--- src/logic/meep_pkg.sv ---
// Purpose: Shared constants and types for the mirror error event packet builder
// Assumes: One 50 MHz system clock, packets leave as a byte stream
// Notes: Byte positions index the 18-byte packet from its first byte
package meep_pkg;

	// ********************************************************
	// Clock and buffering
	// ********************************************************
	localparam int CLK_PERIOD_NS = 20;
	localparam int FIFO_WIDTH = 9;
	localparam int FIFO_DEPTH = 8;

	// ********************************************************
	// Primary header field values
	// ********************************************************
	localparam logic [2:0] VERSION_VAL = 3'h0;
	localparam logic TYPE_VAL = 1'h0;
	localparam logic DFH_FLAG_VAL = 1'h1;
	localparam logic [6:0] APPLICATION_PROCESS_IDENTIFIER = 7'h47;
	localparam logic [3:0] CATEGORY_VAL = 4'h7;
	localparam logic [1:0] SEGMENT_FLAGS_VAL = 2'h3;
	localparam logic [13:0] SEQ_RESET_VAL = 14'h0000;
	localparam logic [15:0] SOURCE_DATA_BYTES = 16'h0002;
	localparam logic [15:0] LENGTH_OFFSET = 16'h0009;

	// ********************************************************
	// Secondary header and source data values
	// ********************************************************
	localparam logic [2:0] SERVICE_VERSION_VAL = 3'h2;
	localparam logic CHECKSUM_FLAG_VAL = 1'h0;
	localparam logic [3:0] SPARE_VAL = 4'h0;
	localparam logic [7:0] SERVICE_TYPE_EVENT = 8'h05;
	localparam logic [7:0] SUBTYPE_WARNING = 8'h02;
	localparam logic [7:0] SUBTYPE_GROUND_ACTION = 8'h03;
	localparam logic [7:0] PAD_BYTE_VAL = 8'h00;
	localparam logic [15:0] EVENT_ID_THIRD = 16'ha7fb;
	localparam logic [15:0] EVENT_ID_FOURTH = 16'ha7fc;

	// ********************************************************
	// Byte positions inside a packet
	// ********************************************************
	localparam logic [4:0] IDX_FIRST = 5'h00;
	localparam logic [4:0] IDX_ID_LO = 5'h01;
	localparam logic [4:0] IDX_SEQ_HI = 5'h02;
	localparam logic [4:0] IDX_SEQ_LO = 5'h03;
	localparam logic [4:0] IDX_LEN_HI = 5'h04;
	localparam logic [4:0] IDX_LEN_LO = 5'h05;
	localparam logic [4:0] IDX_TIME_FIRST = 5'h06;
	localparam logic [4:0] IDX_TIME_LAST = 5'h0b;
	localparam logic [4:0] IDX_SVC_VER = 5'h0c;
	localparam logic [4:0] IDX_SVC_TYPE = 5'h0d;
	localparam logic [4:0] IDX_SVC_SUB = 5'h0e;
	localparam logic [4:0] IDX_PAD = 5'h0f;
	localparam logic [4:0] IDX_EID_HI = 5'h10;
	localparam logic [4:0] IDX_LAST = 5'h11;

	typedef enum logic {KIND_THIRD, KIND_FOURTH} meep_kind_type;
	typedef enum logic {ST_IDLE, ST_EMIT} meep_state_type;

endpackage

--- src/logic/meep_builder.sv ---
// Purpose: Builds event packets for the third and fourth kinds of mirror failure
// Assumes: Event requests are one-cycle pulses with the acquisition time beside them
// Notes: Packets leave through an 8-word FIFO, one byte per accepted transfer
//
// Overview of operation
// - The first header bits are version 000, type 0, data field header flag 1, then the process identifier.
// - The process identifier 1000111 and packet category 7 follow the version bits.
// - A 14-bit sequence count starts at zero and rises by one per packet for this identifier.
// - The packet length field is the source data size plus nine, which is always 11.
// - A 48-bit time of acquisition start follows, four bytes seconds then two bytes fraction.
// - The secondary header opens with service version 010, checksum 0, four spare zeros.
// - The service type field is 00000101 in every packet of both kinds.
// - The third-kind packet carries event identifier 43003 for the recovered failure.
// - The third-kind packet carries service subtype 00000010.
// - The fourth-kind packet is sent when the space position is still not found.
// - The fourth-kind packet carries service subtype 00000011.
// - The source data after the pad byte is exactly two bytes, the event identifier only.
// - The fourth-kind packet carries event identifier 43004.
`timescale 1ns/1ps
`default_nettype none
module meep_builder
	import meep_pkg::*;
(
	input wire logic clk_sys_i,
	input wire logic reset_i,
	input wire logic third_event_i,
	input wire logic fourth_event_i,
	input wire logic [31:0] time_seconds_i,
	input wire logic [15:0] time_fraction_i,
	output logic [7:0] out_data_o,
	output logic out_last_o,
	output logic out_valid_o,
	input wire logic out_ready_i,
	output logic busy_o,
	output logic [13:0] source_sequence_count_field_o
);

	// ********************************************************
	// State
	// ********************************************************
	typedef struct packed {
		meep_state_type state;
		meep_kind_type kind;
		logic [4:0] idx;
		logic [13:0] seq;
		logic [47:0] stamp;
		logic pend_third;
		logic pend_fourth;
		logic [47:0] stamp_third;
		logic [47:0] stamp_fourth;
		logic busy;
	} meep_bld_state_type;

	meep_bld_state_type r, n;
	logic wr_valid;
	logic wr_ready;
	logic wr_fire;
	logic [7:0] wr_byte;
	logic wr_last;
	logic [8:0] fifo_out;
	logic fifo_valid;

	// ********************************************************
	// Packet byte table
	// ********************************************************
	// One function builds every byte of the stream; the checks compare it with fixed values or with the stored count and time
	function automatic logic [7:0] pkt_byte(
		input logic [4:0] idx,
		input meep_kind_type kind,
		input logic [13:0] seq,
		input logic [47:0] stamp
	);
		logic [15:0] ident;
		logic [15:0] seqw;
		logic [15:0] len;
		logic [15:0] eid;
		logic [2:0] tsel;
		logic [7:0] b;
		ident = {VERSION_VAL, TYPE_VAL, DFH_FLAG_VAL, APPLICATION_PROCESS_IDENTIFIER, CATEGORY_VAL};
		seqw = {SEGMENT_FLAGS_VAL, seq};
		len = SOURCE_DATA_BYTES + LENGTH_OFFSET;
		eid = (kind == KIND_THIRD) ? EVENT_ID_THIRD : EVENT_ID_FOURTH;
		tsel = 3'(IDX_TIME_LAST - idx);
		b = PAD_BYTE_VAL;
		if (idx == IDX_FIRST) begin
			b = ident[15:8];
		end else if (idx == IDX_ID_LO) begin
			b = ident[7:0];
		end else if (idx == IDX_SEQ_HI) begin
			b = seqw[15:8];
		end else if (idx == IDX_SEQ_LO) begin
			b = seqw[7:0];
		end else if (idx == IDX_LEN_HI) begin
			b = len[15:8];
		end else if (idx == IDX_LEN_LO) begin
			b = len[7:0];
		end else if (idx >= IDX_TIME_FIRST && idx <= IDX_TIME_LAST) begin
			b = 8'(stamp >> {tsel, 3'h0});
		end else if (idx == IDX_SVC_VER) begin
			b = {SERVICE_VERSION_VAL, CHECKSUM_FLAG_VAL, SPARE_VAL};
		end else if (idx == IDX_SVC_TYPE) begin
			b = SERVICE_TYPE_EVENT;
		end else if (idx == IDX_SVC_SUB) begin
			b = (kind == KIND_THIRD) ? SUBTYPE_WARNING : SUBTYPE_GROUND_ACTION;
		end else if (idx == IDX_PAD) begin
			b = PAD_BYTE_VAL;
		end else if (idx == IDX_EID_HI) begin
			b = eid[15:8];
		end else if (idx == IDX_LAST) begin
			b = eid[7:0];
		end
		return b;
	endfunction

	// ********************************************************
	// Sequencing
	// ********************************************************
	// Pending flags are set after the clear, so a request in the start cycle is kept
	always_comb begin
		n = r;
		wr_valid = (r.state == ST_EMIT);
		wr_byte = pkt_byte(r.idx, r.kind, r.seq, r.stamp);
		wr_last = (r.idx == IDX_LAST);
		wr_fire = wr_valid && wr_ready;
		unique case (r.state)
			ST_IDLE: begin
				// Third kind first when both wait; it reports the earlier outcome
				if (r.pend_third) begin
					n.state = ST_EMIT;
					n.kind = KIND_THIRD;
					n.stamp = r.stamp_third;
					n.idx = IDX_FIRST;
					n.pend_third = 1'b0;
				end else if (r.pend_fourth) begin
					n.state = ST_EMIT;
					n.kind = KIND_FOURTH;
					n.stamp = r.stamp_fourth;
					n.idx = IDX_FIRST;
					n.pend_fourth = 1'b0;
				end
			end
			ST_EMIT: begin
				if (wr_fire) begin
					if (wr_last) begin
						n.state = ST_IDLE;
						n.seq = r.seq + 14'h0001;
					end else begin
						n.idx = r.idx + 5'h01;
					end
				end
			end
		endcase
		// First time of a waiting event is kept; later repeats merge into it
		if (third_event_i) begin
			if (!n.pend_third) begin
				n.stamp_third = {time_seconds_i, time_fraction_i};
			end
			n.pend_third = 1'b1;
		end
		if (fourth_event_i) begin
			if (!n.pend_fourth) begin
				n.stamp_fourth = {time_seconds_i, time_fraction_i};
			end
			n.pend_fourth = 1'b1;
		end
		n.busy = (n.state == ST_EMIT) || n.pend_third || n.pend_fourth;
	end

	// State register
	always_ff @(posedge clk_sys_i or posedge reset_i) begin
		if (reset_i) begin
			r <= '0;
		end else begin
			r <= n;
		end
	end

	// ********************************************************
	// Output buffer
	// ********************************************************
	// A stalled sink fills the FIFO and then holds the builder on its current byte
	meep_fifo #(
		.WIDTH(FIFO_WIDTH),
		.DEPTH(FIFO_DEPTH)
	) meep_fifo_i (
		.clk_sys_i(clk_sys_i),
		.reset_i(reset_i),
		.in_valid_i(wr_valid),
		.in_data_i({wr_last, wr_byte}),
		.in_ready_o(wr_ready),
		.out_valid_o(fifo_valid),
		.out_data_o(fifo_out),
		.out_ready_i(out_ready_i)
	);

	// Outputs straight from FIFO and state flops
	assign out_data_o = fifo_out[7:0];
	assign out_last_o = fifo_out[8];
	assign out_valid_o = fifo_valid;
	assign busy_o = r.busy;
	assign source_sequence_count_field_o = r.seq;

	// ********************************************************
	// Checks
	// ********************************************************
	property p_first_byte;
		@(posedge clk_sys_i) disable iff (reset_i)
		wr_fire && r.idx == IDX_FIRST |-> wr_byte == 8'h0c;
	endproperty
	a_first_byte: assert property (p_first_byte)
		else $error("first header byte wrong");

	property p_ident_low;
		@(posedge clk_sys_i) disable iff (reset_i)
		wr_fire && r.idx == IDX_ID_LO |-> wr_byte == 8'h77;
	endproperty
	a_ident_low: assert property (p_ident_low)
		else $error("identifier and category byte wrong");

	property p_seq_field;
		@(posedge clk_sys_i) disable iff (reset_i)
		wr_fire && r.idx == IDX_SEQ_HI |-> wr_byte == {2'h3, r.seq[13:8]};
	endproperty
	a_seq_field: assert property (p_seq_field)
		else $error("segmentation flags or count high bits wrong");

	property p_seq_step;
		@(posedge clk_sys_i) disable iff (reset_i)
		wr_fire && wr_last |=> r.seq == $past(r.seq) + 14'h0001 && r.state == ST_IDLE;
	endproperty
	a_seq_step: assert property (p_seq_step)
		else $error("sequence count did not step by one");

	// Both length bytes are judged when they are written, so a stall cannot skip one
	property p_length;
		@(posedge clk_sys_i) disable iff (reset_i)
		wr_fire && (r.idx == IDX_LEN_HI || r.idx == IDX_LEN_LO)
			|-> wr_byte == ((r.idx == IDX_LEN_HI) ? 8'h00 : 8'h0b);
	endproperty
	a_length: assert property (p_length)
		else $error("packet length field is not 11");

	property p_time;
		@(posedge clk_sys_i) disable iff (reset_i)
		wr_fire && r.idx == IDX_TIME_FIRST |-> wr_byte == r.stamp[47:40];
	endproperty
	a_time: assert property (p_time)
		else $error("time stamp seconds byte wrong");

	property p_time_last;
		@(posedge clk_sys_i) disable iff (reset_i)
		wr_fire && r.idx == IDX_TIME_LAST |-> wr_byte == r.stamp[7:0];
	endproperty
	a_time_last: assert property (p_time_last)
		else $error("time stamp fraction byte wrong");

	property p_service_version;
		@(posedge clk_sys_i) disable iff (reset_i)
		wr_fire && r.idx == IDX_SVC_VER |-> wr_byte == 8'h40;
	endproperty
	a_service_version: assert property (p_service_version)
		else $error("service version byte wrong");

	property p_service_type;
		@(posedge clk_sys_i) disable iff (reset_i)
		wr_fire && r.idx == IDX_SVC_TYPE |-> wr_byte == 8'h05;
	endproperty
	a_service_type: assert property (p_service_type)
		else $error("service type is not event report");

	property p_third_id;
		@(posedge clk_sys_i) disable iff (reset_i)
		wr_fire && r.kind == KIND_THIRD && (r.idx == IDX_EID_HI || r.idx == IDX_LAST)
			|-> wr_byte == ((r.idx == IDX_EID_HI) ? 8'ha7 : 8'hfb);
	endproperty
	a_third_id: assert property (p_third_id)
		else $error("third kind event identifier wrong");

	property p_third_sub;
		@(posedge clk_sys_i) disable iff (reset_i)
		wr_fire && r.kind == KIND_THIRD && r.idx == IDX_SVC_SUB |-> wr_byte == 8'h02;
	endproperty
	a_third_sub: assert property (p_third_sub)
		else $error("third kind subtype is not warning");

	property p_fourth_start;
		@(posedge clk_sys_i) disable iff (reset_i)
		fourth_event_i && !third_event_i && !r.pend_third && r.state == ST_IDLE
			|=> ##1 r.state == ST_EMIT && r.kind == KIND_FOURTH;
	endproperty
	a_fourth_start: assert property (p_fourth_start)
		else $error("fourth kind packet did not start");

	property p_fourth_sub;
		@(posedge clk_sys_i) disable iff (reset_i)
		wr_fire && r.kind == KIND_FOURTH && r.idx == IDX_SVC_SUB |-> wr_byte == 8'h03;
	endproperty
	a_fourth_sub: assert property (p_fourth_sub)
		else $error("fourth kind subtype is not ground action");

	property p_source_len;
		@(posedge clk_sys_i) disable iff (reset_i)
		wr_fire && r.idx == IDX_PAD |-> wr_byte == 8'h00 && !wr_last;
	endproperty
	a_source_len: assert property (p_source_len)
		else $error("pad byte wrong or packet ended early");

	property p_fourth_id;
		@(posedge clk_sys_i) disable iff (reset_i)
		wr_fire && r.kind == KIND_FOURTH && (r.idx == IDX_EID_HI || r.idx == IDX_LAST)
			|-> wr_byte == ((r.idx == IDX_EID_HI) ? 8'ha7 : 8'hfc);
	endproperty
	a_fourth_id: assert property (p_fourth_id)
		else $error("fourth kind event identifier wrong");

	property p_no_gap;
		@(posedge clk_sys_i) disable iff (reset_i)
		wr_fire && !wr_last |=> r.state == ST_EMIT && r.idx == $past(r.idx) + 5'h01;
	endproperty
	a_no_gap: assert property (p_no_gap)
		else $error("byte index skipped or repeated");

	property p_hold;
		@(posedge clk_sys_i) disable iff (reset_i)
		wr_valid && !wr_ready |=> wr_valid && $stable(wr_byte);
	endproperty
	a_hold: assert property (p_hold)
		else $error("byte changed while stalled");

	// Main scenarios
	c_third_done: cover property (@(posedge clk_sys_i) wr_fire && wr_last && r.kind == KIND_THIRD);
	c_fourth_done: cover property (@(posedge clk_sys_i) wr_fire && wr_last && r.kind == KIND_FOURTH);
	c_stall: cover property (@(posedge clk_sys_i) wr_valid && !wr_ready);
	c_both: cover property (@(posedge clk_sys_i) third_event_i && fourth_event_i);

endmodule
`default_nettype wire

--- src/logic/meep_fifo.sv ---
// Purpose: Byte FIFO with a registered output stage between builder and sink
// Assumes: Single clock, asynchronous active-high reset
// Notes: Holds DEPTH words in memory plus one in the output register
`timescale 1ns/1ps
`default_nettype none
module meep_fifo #(
	parameter int WIDTH = 9,
	parameter int DEPTH = 8
) (
	input wire logic clk_sys_i,
	input wire logic reset_i,
	input wire logic in_valid_i,
	input wire logic [WIDTH-1:0] in_data_i,
	output logic in_ready_o,
	output logic out_valid_o,
	output logic [WIDTH-1:0] out_data_o,
	input wire logic out_ready_i
);
	localparam int AW = $clog2(DEPTH);
	localparam int CW = $clog2(DEPTH + 1);

	typedef struct packed {
		logic [DEPTH-1:0][WIDTH-1:0] mem;
		logic [AW-1:0] wr_ptr;
		logic [AW-1:0] rd_ptr;
		logic [CW-1:0] count;
		logic out_valid;
		logic [WIDTH-1:0] out_data;
	} meep_fifo_state_type;

	meep_fifo_state_type r, n;
	logic push;
	logic load;

	// ********************************************************
	// Next state
	// ********************************************************
	// Full is taken from the registered count so ready never depends on the sink
	always_comb begin
		n = r;
		in_ready_o = (r.count != CW'(DEPTH));
		push = in_valid_i && in_ready_o;
		load = (r.count != '0) && (!r.out_valid || out_ready_i);
		if (push) begin
			n.mem[r.wr_ptr] = in_data_i;
			n.wr_ptr = (r.wr_ptr == AW'(DEPTH - 1)) ? '0 : r.wr_ptr + AW'(1);
		end
		if (load) begin
			n.out_valid = 1'b1;
			n.out_data = r.mem[r.rd_ptr];
			n.rd_ptr = (r.rd_ptr == AW'(DEPTH - 1)) ? '0 : r.rd_ptr + AW'(1);
		end else if (r.out_valid && out_ready_i) begin
			n.out_valid = 1'b0;
		end
		n.count = r.count + CW'(push) - CW'(load);
		out_valid_o = r.out_valid;
		out_data_o = r.out_data;
	end

	// State register
	always_ff @(posedge clk_sys_i or posedge reset_i) begin
		if (reset_i) begin
			r <= '0;
		end else begin
			r <= n;
		end
	end

endmodule
`default_nettype wire

--- config.mk ---
export PLATFORM = sky130hd
export DESIGN_NAME = meep_builder
export DESIGN_NICKNAME = d
export VERILOG_FILES = /design/src/logic/meep_pkg.sv /design/src/logic/meep_builder.sv /design/src/logic/meep_fifo.sv
export SDC_FILE = /design/constraint.sdc
export NUM_CORES = 1
export LEC_CHECK = 0
export BUFFER_PORTS_ARGS = -buffer_cell sky130_fd_sc_hd__buf_2
export CAP_MARGIN = 20
export CORE_MARGIN = 1.5
export CORE_UTILIZATION = 55
export CTS_BUF_LIST = sky130_fd_sc_hd__clkbuf_4 sky130_fd_sc_hd__clkbuf_8 sky130_fd_sc_hd__clkbuf_16
export DETAILED_ROUTE_END_ITERATION = 6
export HOLD_SLACK_MARGIN = 0.02
export PLACE_DENSITY = 0.73
export SYNTH_ARGS = -nofsm -noshare
export SYNTH_HDL_FRONTEND = slang
export SYNTH_SLANG_ARGS = --single-unit
export TNS_END_PERCENT = 100
--- constraint.sdc ---
create_clock -name clk_sys_i -period 8 [get_ports clk_sys_i]
set_input_delay 1.2 -clock clk_sys_i [delete_from_list [all_inputs] [get_ports clk_sys_i]]
set_output_delay 1.2 -clock clk_sys_i [all_outputs]
set_load 0.005 [all_outputs]
==> results.toml <==
[logic_synthesis]
synth-async-reset-ratio_pct = 100
syn_nets = 1094
synth_ff_type = "dfrtp_1"
yosysTopAreaCell = "dfrtp_1"
ys.warnings.count = 0
synth_edf_count = 0
syn_area_per_cell_sq_um = 12.0
syn_area_sq_mm = 0.0123
ys_ff_latch = 260
synth_cell_types = 63
yosysTopAreaCellShare_pct = 52.9
synthTopCellsByArea = "dfrtp_1 53%, mux2_2 11%, mux2i_1 6.8%"
seq_area_frac_synth_pct = 52.9
postSynthCellCount = 1024

[clock_tree]
root_buffer = "clkbuf_16"
hold_buffers = 0
post_cts_buffers = 0
cts_inserted_buffers = 28
cts_max_path_buffers = 3
ctsResizeCount = 0
clk_latency_ns = 0.54
path_clk_slew_ns = 0.06
cts_sinks = 260
cts_max_level = 1
cts_tree = "yes"

[pwr]
pwr-share-seq_pct = 40.8
switching_share_pct = 35.7
power.share.combinational_pct = 36.3
p_sw_mw = 2.00
power_mw = 5.60
intPower_mw = 3.60
powerDensity_mw_per_mm2 = 411
pwr-share-clk_pct = 22.9
p_leak_nw = 6.48
ir_drop_mv = 0.238

[finish]
multi_input_area_sq_mm = 0.00529
fin_area_sq_mm = 0.0136
final_core_util_pct = 62.2
diodes = 0
areaGrowthSynthToFinish_pct = 10.7
seq_area_sq_mm = 0.00651
fin_nets = 1122
nFillCells = 1750
drive_above_1_share_pct = 28.1
stdcell_count = 1353

[detailed_routing]
drt-initial-drc-count = 532
ant_nets = 0
avgRoutedWirePerCell_um = 18.6
viasPerCell = 5.78
finalWirelength_um = 25200
num_vias = 7817
drt-pass1-iter-count = 5
drcViolationCount = 0

[placed_design]
dp_slack_ns = 4.66
routabilityCongestion = 0.955
port_buffers = 77
hpwl_um = 16500
dp_cells = 1302
dpl_cell_area_sq_mm = 0.0127

[timing]
setup_viol = 0
grt_setup_unrepaired = "false"
period_minus_slack_ns = 3.39
period_share_pct = 42.3
setup_tns_ns = 0
worst_slew_pin_slew_ns = 0.993
clock.fmax_ghz = 0.295
layout_setup_ws_ns = 4.61
slew_headroom_pct = 33.8
skew_ns = 0.0121
report.final.slew_viol_count = 0
hold_viol = 0
hold_ws_ns = 0.478

[critical_path]
crit_required_ns = 8.48
crit_fanout = 22
start_kind = "flip-flop"
worstSetupPathType = "reg2reg"
max_stage_delay_ns = 0.72
critPathCaptureType = "flip-flop"
critPathSlowestCell = "dfrtp_1"
cp_data_arrival_time_ns = 3.86
path_common_cell = "ha_1"
path_cells = "ha_1 -> and3_1 -> ha_1 -> nor4b_2 -> o21ai_0 -> a2bb2o_2 -> a31oi_4 -> mux2_2"
r2r_cells = 8

[grt]
grt_start_max_net_pins = 157
grt-ovfl-total = 0
grt_usage_pct = 22.3
antenna_found_initial = 2
grt_pass1_wl_um = 42400
grt_pass1_vias = 8109

[min_path]
worstHoldPathType = "reg2reg"
holdPathStages = 2

[floorplanning]
die_w_um = 153
num_rows = 54
start_util_pct = 56.2
die_area_sq_mm = 0.0233
num_io_pins = 78
die_h_um = 153
core_sq_mm = 0.0219

[run_status]
status = "finished, final reports clean"

[run]
maxCapViolCount = 0
## power groups by stage
stage	clock, mW	combinational [mW]	sequential [mW]
final	1.28	2.03	2.28
after global routing	1.36	2.25	2.36
after CTS	1.31	2.05	2.28
after detailed placement	0	2.03	2.30
after global placement	0	1.98	2.28
after floorplan	0	1.74	2.09
## layer usage
layer,part of all wire [%],vias up,global-route usage [%]
met3,4.2,45,3.64
li1,-,3697,-
met5,0.083,-,0
met4,2.9,4,7.74
met1,47,3909,31.6
met2,46,162,35.2
## critical path: cells and delay by family, from the launching register on
| family | cells | cell delay, ns |
|---|---|---|
| muxes | 1 | 0.22 |
| DFF | 1 | 0.72 |
| AOI/OAI and AO/OA | 3 | 0.84 |
| and+or+nand+nor | 2 | 0.76 |
| adders and majority gates | 2 | 0.79 |
## registers in the layout, summed over array words and instances (netlist names)
register	count
busy_o	1
meep_fifo_i.out_data_o	9
r	152
meep_fifo_i.r	82
meep_fifo_i.out_valid_o	1
wr_valid	1
source_sequence_count_field_o	14
## Yosys cell counts (14+ instances only)
library cell,number
nand2_1,101
buf_2,14
mux4_2,21
o21ai_0,100
buf_4,26
nand3_1,18
dfrtp_1,260
nor2_1,42
inv_1,21
mux2_2,123
mux2i_1,83
ha_1,16
a21oi_1,23
clkbuf_1,41
## cell type report
| type | count | share of cell area (%) |
|---|---|---|
| tap | 280 | 2.57 |
| sequential | 260 | 47.8 |
| timing repair buffer | 84 | 3.31 |
| inverter | 23 | 0.662 |
| clock inverter | 10 | 0.588 |
| clock buffer | 41 | 6.27 |
| multi-input combinational | 655 | 38.8 |
## layout by cell type (no fill, tap or decap), types with 3 or more instances in the layout
cell        synthesis  routed
xnor2_1            13      13
dfrtp_1           260     259
buf_2              14      77
clkbuf_16           0      29
mux4_2             21      21
nand2b_1            7       7
ha_1               16      16
xor2_1              4       4
nor2b_1             4       4
a2bb2oi_1           6       6
nand3b_1            6       6
clkbuf_8            0       6
nor2_1             42      42
a211o_1             3       3
inv_1              21      20
mux2_2            123     123
clkinv_2            0       7
a21o_1              3       3
o21ai_1             4       3
nand3_1            18      18
mux2i_1            83      83
nand2_1           101     100
clkbuf_4            0       6
and2_1              3       3
nor3_1              5       5
or3_1               5       5
a21oi_1            23      22
o31ai_1             8       8
o21ai_0           100     100
a22o_1              9       9
a31oi_1             6       6
buf_4              26       6
clkinvlp_4          0       3
nand4_1             5       5
## worst paths after layout
| kind | from | end | slack, ns |
|---|---|---|---|
| worst max-delay path | r[161] | meep_fifo_i.r[21] | 4.61 |
| worst max register to register | r[161] | meep_fifo_i.r[21] | 4.61 |
| worst min-delay path | meep_fifo_i.r[81] | meep_fifo_i.r[81] | 0.48 |
| min in group asynchronous | reset_i | r[7] | 0.79 |
| worst min register to register | meep_fifo_i.r[81] | meep_fifo_i.r[81] | 0.48 |
| max in group asynchronous | reset_i | r[29] | 5.88 |
## cell families (layout without fill, tap and decap cells)
kind of cell	count (synthesis)	after routing	share of synthesized area, %
XOR/XNOR	17	17	1.21
multiplexers	227	227	21.9
flip-flops	260	260	52.9
buffers and inverters	109	158	4.38
AND/OR/NAND/NOR	213	213	8.36
adder cells (fa/ha/maj)	17	17	1.79
AO/OA/AOI/OAI	181	181	9.51
Note: power is estimated with default switching activity, not from simulation.
